**src/rtl/sef_defs.svh**
```systemverilog
`ifndef SEF_DEFS_SVH
`define SEF_DEFS_SVH

// register addresses of the status bank
`define SEF_ADDR_SUMMARY         8'h18
`define SEF_ADDR_STATUS_ONE      8'h19
`define SEF_ADDR_STATUS_TWO      8'h1A
`define SEF_ADDR_UNDERVOLTAGE    8'h1C
`define SEF_ADDR_OVERCURRENT     8'h1D
`define SEF_ADDR_PIN_EVENT       8'h1E
`define SEF_ADDR_COMPARATOR_WAKE 8'h1F

// reset value of every status register
`define SEF_STATUS_RESET 16'h0000

// field positions, first event status register
`define SEF_B1_FASTREADY    9
`define SEF_B1_PERIODIC     7
`define SEF_B1_SECOND       6
`define SEF_B1_ALARM        5
`define SEF_B1_BATT_HIGH    2
`define SEF_B1_BATT_MID     1
`define SEF_B1_BATT_LOW     0

// field positions, second event status register
`define SEF_B2_SINK_ONE     13
`define SEF_B2_SINK_TWO     12
`define SEF_B2_USB_LIMIT    10
`define SEF_B2_SHUTDOWN_CMP 3
`define SEF_B2_DIE_WARM     2
`define SEF_B2_DIE_HOT      1
`define SEF_B2_WATCHDOG     0

// under-voltage layout
`define SEF_UV_LINEAR_LSB   8
`define SEF_UV_SWITCH_LSB   0

// over-current layout
`define SEF_OC_LIMIT_SWITCH 15

// comparator and wake layout
`define SEF_CW_USB_SUPPLY_FEEDBACK       15
`define SEF_CW_ADAPTOR_FB   14
`define SEF_CW_BATTERY_FB   13
`define SEF_CW_LEFT_JACK    11
`define SEF_CW_RIGHT_JACK   10
`define SEF_CW_MIC_SHORT    9
`define SEF_CW_MIC_PRESENT  8
`define SEF_CW_FROM_OFF     6
`define SEF_CW_FROM_SLEEP   5
`define SEF_CW_CONV_FAULT   4
`define SEF_CW_HEARTBEAT    3
`define SEF_CW_POWER_PIN    2
`define SEF_CW_ON_KEY       1
`define SEF_CW_WAKE_PIN     0

// first-level summary bit positions
`define SEF_SUM_OC          13
`define SEF_SUM_UV          12
`define SEF_SUM_CS          9
`define SEF_SUM_EXT         8
`define SEF_SUM_CODEC       7
`define SEF_SUM_GP          6
`define SEF_SUM_RTC         4
`define SEF_SUM_SYS         3
`define SEF_SUM_CHG         2
`define SEF_SUM_USB         1
`define SEF_SUM_WKUP        0

// counts
`define SEF_LINEAR_COUNT    4
`define SEF_SWITCH_COUNT    6
`define SEF_PIN_COUNT       13
`define SEF_EDGE_LINES      52

`endif

```
**src/rtl/sef_pkg.sv**
```systemverilog
package sef_pkg;

    // trigger selection for a general-purpose pin
    typedef enum logic [1:0]
    {
        SEF_TRIG_RISE = 2'h0,
        SEF_TRIG_FALL = 2'h1,
        SEF_TRIG_BOTH = 2'h3,
        SEF_TRIG_NONE = 2'h2
    } sef_trig_type;

    typedef logic [15:0] sef_word_type;

endpackage : sef_pkg

```
**src/rtl/sef_event_flags.sv**
```systemverilog
`timescale 1ns/1ps
`include "sef_defs.svh"

module sef_event_flags
    import sef_pkg::*;
(
    input  wire logic        clk_i,
    input  wire logic        rst_b_i,
    // register port
    input  wire logic [7:0]  reg_addr_i,
    input  wire logic        reg_read_i,
    output logic      [15:0] reg_rdata_o,
    // masks held in the outer mask bank
    input  wire logic [15:0] mask_status_one_i,
    input  wire logic [15:0] mask_status_two_i,
    input  wire logic [15:0] mask_undervoltage_i,
    input  wire logic [15:0] mask_overcurrent_i,
    input  wire logic [15:0] mask_pin_event_i,
    input  wire logic [15:0] mask_comparator_wake_i,
    input  wire logic [15:0] mask_summary_i,
    input  wire logic [25:0] pin_trigger_i,
    // raw sources
    input  wire logic        charger_fastready_i,
    input  wire logic        clock_periodic_i,
    input  wire logic        clock_second_tick_i,
    input  wire logic        clock_alarm_i,
    input  wire logic [2:0]  battery_below_i,
    input  wire logic        sink_one_unregulated_i,
    input  wire logic        sink_two_unregulated_i,
    input  wire logic        usb_switch_limit_i,
    input  wire logic        supply_shutdown_cmp_i,
    input  wire logic        die_warm_i,
    input  wire logic        die_hot_i,
    input  wire logic        watchdog_expiry_i,
    input  wire logic [3:0]  linear_reg_low_i,
    input  wire logic [5:0]  switcher_low_i,
    input  wire logic        limit_switch_overload_i,
    input  wire logic [12:0] pin_level_i,
    input  wire logic        usb_supply_feedback_i,
    input  wire logic        adaptor_supply_feedback_i,
    input  wire logic        battery_supply_feedback_i,
    input  wire logic [3:0]  codec_detect_i,
    input  wire logic [1:0]  started_from_i,
    input  wire logic        converter_fault_wake_i,
    input  wire logic        heartbeat_missed_wake_i,
    input  wire logic        power_request_pin_held_i,
    input  wire logic        on_key_held_i,
    input  wire logic        wake_pin_held_i,
    output logic [15:0]      summary_o,
    output logic             irq_o
);

    //--------------------------------------------------------------
    // source gathering and synchronisation
    //--------------------------------------------------------------
    logic [`SEF_EDGE_LINES-1:0] raw_lines;
    logic [`SEF_EDGE_LINES-1:0] rise;
    logic [`SEF_EDGE_LINES-1:0] fall;

    // line order: 0..6 status one sources, 7..13 status two,
    // 14..23 under-voltage, 24 over-current, 25..37 pins,
    // 38..44 feedback and codec, 45..51 wake causes
    assign raw_lines = {wake_pin_held_i, on_key_held_i, power_request_pin_held_i,
                        heartbeat_missed_wake_i, converter_fault_wake_i,
                        started_from_i[1], started_from_i[0],
                        codec_detect_i,
                        battery_supply_feedback_i, adaptor_supply_feedback_i,
                        usb_supply_feedback_i,
                        pin_level_i,
                        limit_switch_overload_i,
                        switcher_low_i, linear_reg_low_i,
                        watchdog_expiry_i, die_hot_i, die_warm_i,
                        supply_shutdown_cmp_i, usb_switch_limit_i,
                        sink_two_unregulated_i, sink_one_unregulated_i,
                        battery_below_i,
                        clock_alarm_i, clock_second_tick_i, clock_periodic_i,
                        charger_fastready_i};

    sef_edge_sync #(.WIDTH(`SEF_EDGE_LINES)) u_sync
    (
        .clk_i   (clk_i),
        .rst_b_i (rst_b_i),
        .raw_i   (raw_lines),
        .rise_o  (rise),
        .fall_o  (fall)
    );

    //--------------------------------------------------------------
    // per-register set vectors
    //--------------------------------------------------------------
    sef_word_type set_one;
    sef_word_type set_two;
    sef_word_type set_uv;
    sef_word_type set_oc;
    sef_word_type set_pin;
    sef_word_type set_cw;
    logic [12:0]  pin_hit;

    genvar g;
    generate
        for (g = 0; g < `SEF_PIN_COUNT; g++)
        begin : g_pin
            sef_trig_type trig;
            assign trig = sef_trig_type'(pin_trigger_i[2*g+1:2*g]);
            assign pin_hit[g] = ((trig == SEF_TRIG_RISE) && rise[25+g])
                             || ((trig == SEF_TRIG_FALL) && fall[25+g])
                             || ((trig == SEF_TRIG_BOTH) && (rise[25+g] || fall[25+g]));
        end
    endgenerate

    always_comb
    begin
        set_one = '0;
        set_two = '0;
        set_uv  = '0;
        set_oc  = '0;
        set_pin = '0;
        set_cw  = '0;
        set_one[`SEF_B1_FASTREADY] = rise[0];
        set_one[`SEF_B1_PERIODIC]  = rise[1];
        set_one[`SEF_B1_SECOND]    = rise[2];
        set_one[`SEF_B1_ALARM]     = rise[3];
        // battery thresholds, index 2 is highest
        set_one[`SEF_B1_BATT_LOW]  = rise[4];
        set_one[`SEF_B1_BATT_MID]  = rise[5];
        set_one[`SEF_B1_BATT_HIGH] = rise[6];
        set_two[`SEF_B2_SINK_ONE]  = rise[7];
        set_two[`SEF_B2_SINK_TWO]  = rise[8];
        set_two[`SEF_B2_USB_LIMIT] = rise[9];
        set_two[`SEF_B2_SHUTDOWN_CMP] = rise[10];
        set_two[`SEF_B2_DIE_WARM]  = rise[11];
        set_two[`SEF_B2_DIE_HOT]   = rise[12];
        set_two[`SEF_B2_WATCHDOG]  = rise[13];
        set_uv[`SEF_UV_LINEAR_LSB +: `SEF_LINEAR_COUNT] = rise[17:14];
        set_uv[`SEF_UV_SWITCH_LSB +: `SEF_SWITCH_COUNT] = rise[23:18];
        set_oc[`SEF_OC_LIMIT_SWITCH] = rise[24];
        set_pin[12:0] = pin_hit;
        set_cw[`SEF_CW_USB_SUPPLY_FEEDBACK]     = rise[38] | fall[38];
        set_cw[`SEF_CW_ADAPTOR_FB] = rise[39] | fall[39];
        set_cw[`SEF_CW_BATTERY_FB] = rise[40] | fall[40];
        set_cw[`SEF_CW_MIC_PRESENT] = rise[41] | fall[41];
        set_cw[`SEF_CW_MIC_SHORT]   = rise[42] | fall[42];
        set_cw[`SEF_CW_RIGHT_JACK]  = rise[43] | fall[43];
        set_cw[`SEF_CW_LEFT_JACK]   = rise[44] | fall[44];
        set_cw[`SEF_CW_FROM_OFF]   = rise[45];
        set_cw[`SEF_CW_FROM_SLEEP] = rise[46];
        set_cw[`SEF_CW_CONV_FAULT] = rise[47];
        set_cw[`SEF_CW_HEARTBEAT]  = rise[48];
        set_cw[`SEF_CW_POWER_PIN]  = rise[49];
        set_cw[`SEF_CW_ON_KEY]     = rise[50];
        set_cw[`SEF_CW_WAKE_PIN]   = rise[51];
    end

    //--------------------------------------------------------------
    // sticky status registers
    //--------------------------------------------------------------
    sef_word_type event_status_one;
    sef_word_type event_status_two;
    sef_word_type undervoltage_status;
    sef_word_type overcurrent_status;
    sef_word_type pin_event_status;
    sef_word_type comparator_wake_status;
    logic         rd_one, rd_two, rd_uv, rd_oc, rd_pin, rd_cw, rd_sum;

    assign rd_one = reg_read_i && (reg_addr_i == `SEF_ADDR_STATUS_ONE);
    assign rd_two = reg_read_i && (reg_addr_i == `SEF_ADDR_STATUS_TWO);
    assign rd_uv  = reg_read_i && (reg_addr_i == `SEF_ADDR_UNDERVOLTAGE);
    assign rd_oc  = reg_read_i && (reg_addr_i == `SEF_ADDR_OVERCURRENT);
    assign rd_pin = reg_read_i && (reg_addr_i == `SEF_ADDR_PIN_EVENT);
    assign rd_cw  = reg_read_i && (reg_addr_i == `SEF_ADDR_COMPARATOR_WAKE);
    assign rd_sum = reg_read_i && (reg_addr_i == `SEF_ADDR_SUMMARY);

    // clear on read; a same-cycle set wins
    always_ff @(posedge clk_i or negedge rst_b_i)
    begin
        if (!rst_b_i)
        begin
            event_status_one       <= `SEF_STATUS_RESET;
            event_status_two       <= `SEF_STATUS_RESET;
            undervoltage_status    <= `SEF_STATUS_RESET;
            overcurrent_status     <= `SEF_STATUS_RESET;
            pin_event_status       <= `SEF_STATUS_RESET;
            comparator_wake_status <= `SEF_STATUS_RESET;
        end
        else
        begin
            event_status_one       <= (rd_one ? 16'h0000 : event_status_one) | set_one;
            event_status_two       <= (rd_two ? 16'h0000 : event_status_two) | set_two;
            undervoltage_status    <= (rd_uv ? 16'h0000 : undervoltage_status) | set_uv;
            overcurrent_status     <= (rd_oc ? 16'h0000 : overcurrent_status) | set_oc;
            pin_event_status       <= (rd_pin ? 16'h0000 : pin_event_status) | set_pin;
            comparator_wake_status <= (rd_cw ? 16'h0000 : comparator_wake_status) | set_cw;
        end
    end

    //--------------------------------------------------------------
    // first-level summary and interrupt
    //--------------------------------------------------------------
    sef_word_type next_summary;
    sef_word_type live_one, live_two, live_uv, live_oc, live_pin, live_cw;

    // mask bit high blocks the flag
    assign live_one = event_status_one       & ~mask_status_one_i;
    assign live_two = event_status_two       & ~mask_status_two_i;
    assign live_uv  = undervoltage_status    & ~mask_undervoltage_i;
    assign live_oc  = overcurrent_status     & ~mask_overcurrent_i;
    assign live_pin = pin_event_status       & ~mask_pin_event_i;
    assign live_cw  = comparator_wake_status & ~mask_comparator_wake_i;

    // group unmasked flags into summary bits
    always_comb
    begin
        next_summary = '0;
        next_summary[`SEF_SUM_CHG]   = |{live_one[15:9], live_one[2:0]};
        next_summary[`SEF_SUM_RTC]   = |live_one[7:5];
        next_summary[`SEF_SUM_CS]    = |live_two[13:12];
        next_summary[`SEF_SUM_USB]   = live_two[10];
        next_summary[`SEF_SUM_SYS]   = |live_two[3:0];
        next_summary[`SEF_SUM_UV]    = |live_uv;
        next_summary[`SEF_SUM_OC]    = |live_oc;
        next_summary[`SEF_SUM_GP]    = |live_pin;
        next_summary[`SEF_SUM_EXT]   = |live_cw[15:13];
        next_summary[`SEF_SUM_CODEC] = |live_cw[11:8];
        next_summary[`SEF_SUM_WKUP]  = |live_cw[6:0];
    end

    // summary is sticky and clears on its own read
    always_ff @(posedge clk_i or negedge rst_b_i)
    begin
        if (!rst_b_i)
            summary_o <= `SEF_STATUS_RESET;
        else
            summary_o <= (rd_sum ? 16'h0000 : summary_o) | next_summary;
    end

    // summary mask gates the output line
    always_ff @(posedge clk_i or negedge rst_b_i)
    begin
        if (!rst_b_i)
            irq_o <= 1'b0;
        else
            irq_o <= |(next_summary & ~mask_summary_i);
    end

    //--------------------------------------------------------------
    // read data, registered; unmapped addresses read zero
    //--------------------------------------------------------------
    always_ff @(posedge clk_i or negedge rst_b_i)
    begin
        if (!rst_b_i)
            reg_rdata_o <= 16'h0000;
        else if (rd_one)
            reg_rdata_o <= event_status_one;
        else if (rd_two)
            reg_rdata_o <= event_status_two;
        else if (rd_uv)
            reg_rdata_o <= undervoltage_status;
        else if (rd_oc)
            reg_rdata_o <= overcurrent_status;
        else if (rd_pin)
            reg_rdata_o <= pin_event_status;
        else if (rd_cw)
            reg_rdata_o <= comparator_wake_status;
        else if (rd_sum)
            reg_rdata_o <= summary_o;
        else if (reg_read_i)
            reg_rdata_o <= 16'h0000;
    end

endmodule : sef_event_flags

```
**src/rtl/sef_edge_sync.sv**
```systemverilog
`timescale 1ns/1ps
`include "sef_defs.svh"

// three-stage synchroniser with edge detection per line
module sef_edge_sync
    import sef_pkg::*;
#(
    parameter int WIDTH = 1
)
(
    input  wire logic             clk_i,
    input  wire logic             rst_b_i,
    input  wire logic [WIDTH-1:0] raw_i,
    output logic      [WIDTH-1:0] rise_o,
    output logic      [WIDTH-1:0] fall_o
);

    logic [WIDTH-1:0] meta;
    logic [WIDTH-1:0] mid;
    logic [WIDTH-1:0] late;
    logic [WIDTH-1:0] level;

    // first stage is read only by the second
    always_ff @(posedge clk_i or negedge rst_b_i)
    begin
        if (!rst_b_i)
        begin
            meta <= '0;
            mid  <= '0;
            late <= '0;
        end
        else
        begin
            meta <= raw_i;
            mid  <= meta;
            late <= mid;
        end
    end

    // a change counts once stage two and three agree
    always_ff @(posedge clk_i or negedge rst_b_i)
    begin
        if (!rst_b_i)
            level <= '0;
        else
            level <= (mid == late) ? mid : level;
    end

    always_comb
    begin
        rise_o = ((mid & late) | level) & ~level & (mid & late);
        fall_o = level & ~(mid | late);
    end

endmodule : sef_edge_sync

```
**config.mk**
```make
export PLATFORM = sky130hd
export DESIGN_NAME = sef_event_flags
export DESIGN_NICKNAME = d
export VERILOG_FILES = /design/src/rtl/sef_pkg.sv /design/src/rtl/sef_event_flags.sv /design/src/rtl/sef_edge_sync.sv
export VERILOG_INCLUDE_DIRS = /design/src /design/src/rtl
export SDC_FILE = /design/constraint.sdc
export NUM_CORES = 1
export LEC_CHECK = 0
export BUFFER_PORTS_ARGS = -buffer_cell sky130_fd_sc_hd__buf_2
export CAP_MARGIN = 10
export CELL_PAD_IN_SITES_DETAIL_PLACEMENT = 1
export CELL_PAD_IN_SITES_GLOBAL_PLACEMENT = 1
export CORE_MARGIN = 2
export CORE_UTILIZATION = 45
export CTS_BUF_LIST = sky130_fd_sc_hd__clkbuf_8
export CTS_CLUSTER_DIAMETER = 50
export DETAILED_ROUTE_END_ITERATION = 6
export PLACE_DENSITY = 0.8
export SLEW_MARGIN = 15
export SYNTH_ARGS = -nofsm -noshare
export SYNTH_HDL_FRONTEND = slang
export SYNTH_SLANG_ARGS = --single-unit
```
**constraint.sdc**
```tcl
create_clock -name clk_i -period 5.5 [get_ports clk_i]
set_input_delay 1.1 -clock clk_i [delete_from_list [all_inputs] [get_ports clk_i]]
set_output_delay 1.1 -clock clk_i [all_outputs]
set_load 0.05 [all_outputs]
```
==> flow_metrics.tcl, run 1 <==
set metrics [dict create \
    synthCells 877 \
    swShare_pct 23.8 \
    final_nets 1362 \
    period_needed_ns 2.90 \
    htreeDepth 2 \
    antenna_found_initial 2 \
    drv_slew 0 \
    cts.sinks 288 \
    critPathKind "reg2reg" \
    ys_seq_area_share_pct 64.5 \
    die-area_mm2 0.0261 \
    vdd_ir_drop_max_mv 0.181 \
    globalRouteOverflowTotal 0 \
    required_ns 5.94 \
    dp.cells 1363 \
    switchingPower_mw 1.02 \
    viasPerCell 5.23 \
    post-route-period-util_pct 52.7 \
    final_layout_size_suffix_gt1_share_pct 24.6 \
    clk-insertion-delay-late_ns 0.56 \
    clock_path_buffers 3 \
    maxCapViolCount 0 \
    ant_nets 0 \
    synth_seq_cells 288 \
    p_comb_share_pct 5.9 \
    final_cell_area_mm2 0.0133 \
    grt_max_degree 108 \
    pwr-share-seq_pct 52.0 \
    rsz0062_at_grt "false" \
    synth-edff-count 0 \
    first_global_vias 8255 \
    port-buffer-count 179 \
    hp-class "reg2reg" \
    fin_cells 1447 \
    ys_async_sr_fraction_pct 100 \
    cts_tree "built" \
    wl_per_cell_um 20.4 \
    crit_chain "ha_1 -> nor4_1 -> nand4_1 -> nor4_4 -> buf_4 -> mux2_2" \
    fp.dieW_um 162 \
    route.detailed.drc 0 \
    crit_path_start_kind "register" \
    synth_area_mm2 0.0112 \
    arrival_ns 3.33 \
    utilization_pct 54.8 \
    area_growth_pct 19.3 \
    track_usage_pct 23.2 \
    cts_setup_buffers 0 \
    cellInternalPower_mw 3.26 \
    vias 7572 \
    first_pass_iters 5 \
    maxSlewHeadroom_pct 40.7 \
    leakagePower_nw 6.72 \
    cpPeakStageDelay_ns 0.51 \
    ys.flop_type "dfrtp_1" \
    fin_tns_setup_ns 0 \
    setup_viol 0 \
    place_area_mm2 0.0124 \
    layout_commonest_cell "dfrtp_1" \
    holdBufCountCts 0 \
    drtIter0Drc 397 \
    initial_utilization_pct 45.9 \
    fin_skew_ns 0.0217 \
    hpwlAfterDp_um 21700 \
    crit_path_end_kind "register" \
    slowest_stage "buf_4" \
    worst_pin_slew_ns 0.883 \
    clock.fmax_mhz 345 \
    coreArea_mm2 0.0243 \
    die_h_um 162 \
    cts_root_buffer "clkbuf_8" \
    synth.distinct_cells 48 \
    rows 57 \
    clkTransAtPathRegs_ns 0.06 \
    clockPowerShare_pct 42.1 \
    mostFrequentLayoutCells "dfrtp_1, buf_2, inv_1" \
    hold_violations 0 \
    p_per_area_mw_per_mm2 321 \
    yosysWarnings 0 \
    cts_buffers 48 \
    num_io_pins 234 \
    cp_max_fo 46 \
    grt_pass1_wl_um 45700 \
    place.gp.congestion 0.805 \
    wl_um 29500 \
    synth_area_per_cell_um2 12.7 \
    status "finished, final reports clean" \
    cts_resized 0 \
    whs_ns 0.346 \
]
-- synth_stat cells, types with 2 or more instances --
cell type,instances,area [um2]
mux2i_1,6,60.1
o21ai_1,2,10.0
mux2_2,25,282
or3_1,2,12.5
clkbuf_1,13,48.8
a21boi_0,3,22.5
nor2b_1,14,87.6
nor3_1,8,40.0
and2_1,2,12.5
o2111a_1,4,45.0
buf_4,6,45.0
o211ai_1,2,15.0
buf_2,3,15.0
a221o_1,10,100
o21ai_0,40,200
o221ai_1,15,131
nand4_1,4,25.0
o2bb2ai_1,3,26.3
nand3_1,17,85.1
a222oi_1,5,50.1
a31oi_1,2,12.5
o22ai_1,18,113
nand2_1,65,244
xnor2_1,12,105
a22o_1,28,245
a21oi_1,16,80.1
a21o_1,4,30.0
ha_1,72,901
dfrtp_1,288,7210
nand2b_1,20,125
a22oi_1,7,52.6
and3_1,2,12.5
o31ai_1,3,22.5
buf_6,4,45.0
nor4_1,14,87.6
inv_1,114,428
nor2_1,13,48.8
-- cell type report --
type,count,area [um2]
clock buffer,60,826
inverter,114,428
fill,2565,11000
sequential,288,7210
timing repair buffer,185,963
multi-input combinational,452,3400
antenna,1,2.50
clock inverter,23,96.3
tap,324,405
-- power by group through the flow --
stage | Clock, mW | Combinational (mW) | Sequential, mW
floorplan | 0 | 0.100 | 2.25
global placement | 0 | 0.245 | 2.25
detailed placement | 0 | 0.255 | 2.26
CTS | 1.85 | 0.258 | 2.22
global route | 1.95 | 0.283 | 2.23
finish | 1.80 | 0.253 | 2.22
-- metal layers --
layer  vias to the layer above  GRT usage, %  part of all wire [%]
met3                        52          5.93                   7.2
met2                       244          38.5                    47
li1                       3428             -                     -
met1                      3846          30.1                    43
met4                         2          7.59                   2.6
met5                         -             0                 0.024
-- state kept, by name (all words and copies together), names as in the netlist --
register / flops
u_sync.late: 52
summary_o: 11
comparator_wake_status: 14
u_sync.mid: 52
reg_rdata_o: 16
u_sync.meta: 52
event_status_two: 7
irq_o: 1
u_sync.level: 52
undervoltage_status: 10
pin_event_status: 13
event_status_one: 7
overcurrent_status: 1
-- through the flow --
stage	worst slack [ns]	total power, mW
2_1_floorplan	3.07	2.35
3_3_place_gp	2.28	2.50
3_5_place_dp	2.31	2.52
4_1_cts	2.60	4.33
5_1_grt	2.49	4.46
6_report	2.60	4.27
-- kinds of logic (layout without fill, tap and decap cells) --
kind of cell,count (synthesis),count (layout),synth area share [%]
AND/OR/NAND/NOR,166,166,7.50
adder cells (fa/ha/maj),72,72,8.06
XOR/XNOR,12,12,0.941
multiplexers,31,31,3.06
buffers and inverters,141,382,5.25
other,1,6,0.0336
AO/OA/AOI/OAI,166,166,10.7
flip-flops,288,288,64.5
-- path summary, 6_finish.rpt --
kind / cells past startpoint / startpoint / slack, ns / to
hold / removal: 0 / u_sync.meta[43]$_DFF_PN0_ / 0.35 / u_sync.mid[43]$_DFF_PN0_
setup reg to reg: 6 / u_sync.mid[20]$_DFF_PN0_ / 2.60 / u_sync.level[43]$_DFFE_PN0N_
hold reg to reg: 0 / u_sync.meta[43]$_DFF_PN0_ / 0.35 / u_sync.mid[43]$_DFF_PN0_
max in group asynchronous: 2 / rst_b_i / 3.72 / summary_o[8]$_DFF_PN0_
setup / recovery: 6 / u_sync.mid[20]$_DFF_PN0_ / 2.60 / u_sync.level[43]$_DFFE_PN0N_
min in group asynchronous: 1 / rst_b_i / 0.61 / u_sync.mid[20]$_DFF_PN0_
-- worst max-delay path, delay by kind of cell, from the launching register on --
family	cells	cell delay, ns
simple gates	3	1.14
flops	1	0.42
buf+inv	1	0.51
fa+ha+maj	1	0.28
mux	1	0.40
Note: power is estimated with default switching activity, not from simulation.
==> run 2: changes to the inputs <==
--- a/config.mk
+++ b/config.mk
@@ -6,16 +6,17 @@
 export SDC_FILE = /design/constraint.sdc
 export NUM_CORES = 1
 export LEC_CHECK = 0
+export ABC_AREA = 1
 export BUFFER_PORTS_ARGS = -buffer_cell sky130_fd_sc_hd__buf_2
 export CAP_MARGIN = 10
 export CELL_PAD_IN_SITES_DETAIL_PLACEMENT = 1
 export CELL_PAD_IN_SITES_GLOBAL_PLACEMENT = 1
 export CORE_MARGIN = 2
-export CORE_UTILIZATION = 45
+export CORE_UTILIZATION = 40
 export CTS_BUF_LIST = sky130_fd_sc_hd__clkbuf_8
 export CTS_CLUSTER_DIAMETER = 50
 export DETAILED_ROUTE_END_ITERATION = 6
-export PLACE_DENSITY = 0.8
+export PLACE_DENSITY = 0.77
 export SLEW_MARGIN = 15
 export SYNTH_ARGS = -nofsm -noshare
 export SYNTH_HDL_FRONTEND = slang
==> constraint.sdc (replaced) <==
create_clock -name clk_i -period 2.34 [get_ports clk_i]
set_input_delay 0.468 -clock clk_i [delete_from_list [all_inputs] [get_ports clk_i]]
set_output_delay 0.468 -clock clk_i [all_outputs]
set_load 0.05 [all_outputs]
==> flow_metrics.tcl, run 2 <==
set metrics [dict create \
    critPathKind "reg2reg" \
    setup_viol 0 \
    cpPeakStageDelay_ns 0.41 \
    dp.cells 1654 \
    cts_setup_buffers 0 \
    vias 8624 \
    status "finished, final reports clean" \
    grt_max_degree 57 \
    globalRouteOverflowTotal 0 \
    hp-class "in2reg" \
    ys_seq_area_share_pct 62.8 \
    viasPerCell 4.85 \
    period_needed_ns 2.16 \
    clock_path_buffers 3 \
    fillCellCount 3176 \
    die_h_um 173 \
    synth_largest_area_cell "dfrtp_1" \
    worst_pin_slew_ns 0.515 \
    first_pass_iters 4 \
    synth.distinct_cells 30 \
    final_nets 1639 \
    hpwlAfterDp_um 23700 \
    final_layout_size_suffix_gt1_share_pct 21.4 \
    leakagePower_nw 7.62 \
    track_usage_pct 22.2 \
    rsz0062_at_grt "false" \
    vdd_ir_drop_max_mv 0.425 \
    arrival_ns 2.59 \
    antenna_found_initial 3 \
    crit_path_end_kind "register" \
    first_global_vias 9682 \
    final_cell_area_mm2 0.0143 \
    htreeDepth 2 \
    maxSlewHeadroom_pct 65.4 \
    place.gp.congestion 0.851 \
    cts_tree "built" \
    cp_max_fo 26 \
    drtIter0Drc 442 \
    post-route-period-util_pct 92.4 \
    coreArea_mm2 0.0280 \
    hold_violations 0 \
    crit_top_cell "nand2_1" \
    synth_area_per_cell_um2 10.5 \
    clock.fmax_mhz 463 \
    maxCapViolCount 0 \
    crit_chain "inv_1 -> ha_1 -> nor2_1 -> nand4_1 -> nor3_4 -> nand2_2 -> buf_4 -> nand2_1 -> nand2_1" \
    whs_ns 0.0267 \
    layout_commonest_cell "dfrtp_1" \
    grt_pass1_wl_um 51600 \
    mostFrequentLayoutCells "dfrtp_1, nand2_1, inv_1" \
    synthTopCellsByArea "dfrtp_1, ha_1, nand2_1" \
    area_growth_pct 24.7 \
    rows 61 \
    timing.critical_path.buf_inv 2 \
    clk-insertion-delay-late_ns 0.56 \
    cts_buffers 50 \
    place_area_mm2 0.0130 \
    die-area_mm2 0.0300 \
    holdBufCountCts 37 \
    fin_tns_setup_ns 0 \
    fin_cells 1779 \
    fin_skew_ns 0.0336 \
    route.detailed.drc 0 \
    synth.top_cell.area_share_pct 62.8 \
    critical_path.top_delay_family "simple AND/OR/NAND/NOR gates" \
    clkTransAtPathRegs_ns 0.06 \
    crit_path_start_kind "register" \
    port-buffer-count 179 \
    synth_seq_cells 288 \
    synth-edff-count 0 \
    cts.sinks 288 \
    cts_root_buffer "clkbuf_8" \
    cts_resized 0 \
    fp.dieW_um 173 \
    initial_utilization_pct 41.0 \
    drv_slew 0 \
    ys_async_sr_fraction_pct 100 \
    wl_per_cell_um 18.2 \
    yosysMostFrequentCell "dfrtp_1" \
    wl_um 32400 \
    ant_nets 0 \
    synth_commonest_cells "dfrtp_1, nand2_1, inv_1" \
    num_io_pins 234 \
    ys.flop_type "dfrtp_1" \
    p_per_area_mw_per_mm2 716 \
    required_ns 2.77 \
    synthCells 1097 \
    synth_area_mm2 0.0115 \
    slowest_stage "dfrtp_1" \
    yosysWarnings 0 \
]
## run 2: cell types whose count changed after synthesis, moves of 17 or more
cell	previous run	this run
a22o_1	28	0
buf_2	3	20
inv_1	114	172
mux2_2	25	0
nand2_1	65	209
nand2b_1	20	0
nand3_1	17	89
nor2_1	13	73
o211ai_1	2	27
o21ai_0	40	23
o22ai_1	18	39
## run 2: kinds of logic after synthesis
family	synth area share, %
simple gates	15.8
fa+ha+maj	7.85
flops	62.8
buf+inv	7.09
other cells	0.0327
compound gates	6.37
## run 2: final timing paths
check,start,end,slack (ns),depth (start not counted)
max in group asynchronous,rst_b_i,event_status_two[2]$_DFF_PN0_,1.21,3
worst min-delay path,pin_level_i[12],u_sync.meta[37]$_DFF_PN0_,0.03,1
worst min register to register,u_sync.meta[5]$_DFF_PN0_,u_sync.mid[5]$_DFF_PN0_,0.34,0
worst max-delay path,u_sync.mid[41]$_DFF_PN0_,u_sync.level[6]$_DFFE_PN0N_,0.18,9
worst max register to register,u_sync.mid[41]$_DFF_PN0_,u_sync.level[6]$_DFFE_PN0N_,0.18,9
min in group asynchronous,rst_b_i,undervoltage_status[9]$_DFF_PN0_,0.44,2
## run 2: worst reg2reg max path, delay by kind of cell (launching register included)
family                   cells  cell delay, ns
adder cells (fa/ha/maj)      1            0.27
flip-flops                   1            0.41
buffers and inverters        2            0.32
AND/OR/NAND/NOR              6            1.04
## run 2: cell type report
class / count / area (um2) / area share (%)
sequential: 288 / 7210 / 50.4
multi-input combinational: 610 / 3470 / 24.3
timing repair buffer: 242 / 1540 / 10.7
clock buffer: 62 / 853 / 5.96
inverter: 174 / 653 / 4.56
tap: 378 / 473 / 3.31
clock inverter: 22 / 109 / 0.761
antenna: 3 / 7.51 / 0.0525
## run 2: through the flow
step	utilization, %	setup slack [ns]	power, mW
finish	51.1	0.179	10.3
global route	51.1	0.0357	10.7
CTS	51.0	0.174	10.4
detailed placement	46.3	0.191	5.92
global placement	46.3	0.288	5.88
floorplan	-	0.628	5.53
## run 2: power breakdown
group,switching (mW),internal (mW)
clock,2.00,2.38
combinational,0.378,0.269
sequential,0.0901,5.13
total,2.47,7.78
## run 2: routing by layer
layer / up-vias / wire, um / global-route usage (%)
met5: - / 0 / 0
met3: 74 / 1810 / 4.74
li1: 4065 / - / -
met2: 234 / 15600 / 36.9
met1: 4251 / 13800 / 28.1
met4: 0 / 1250 / 9.39
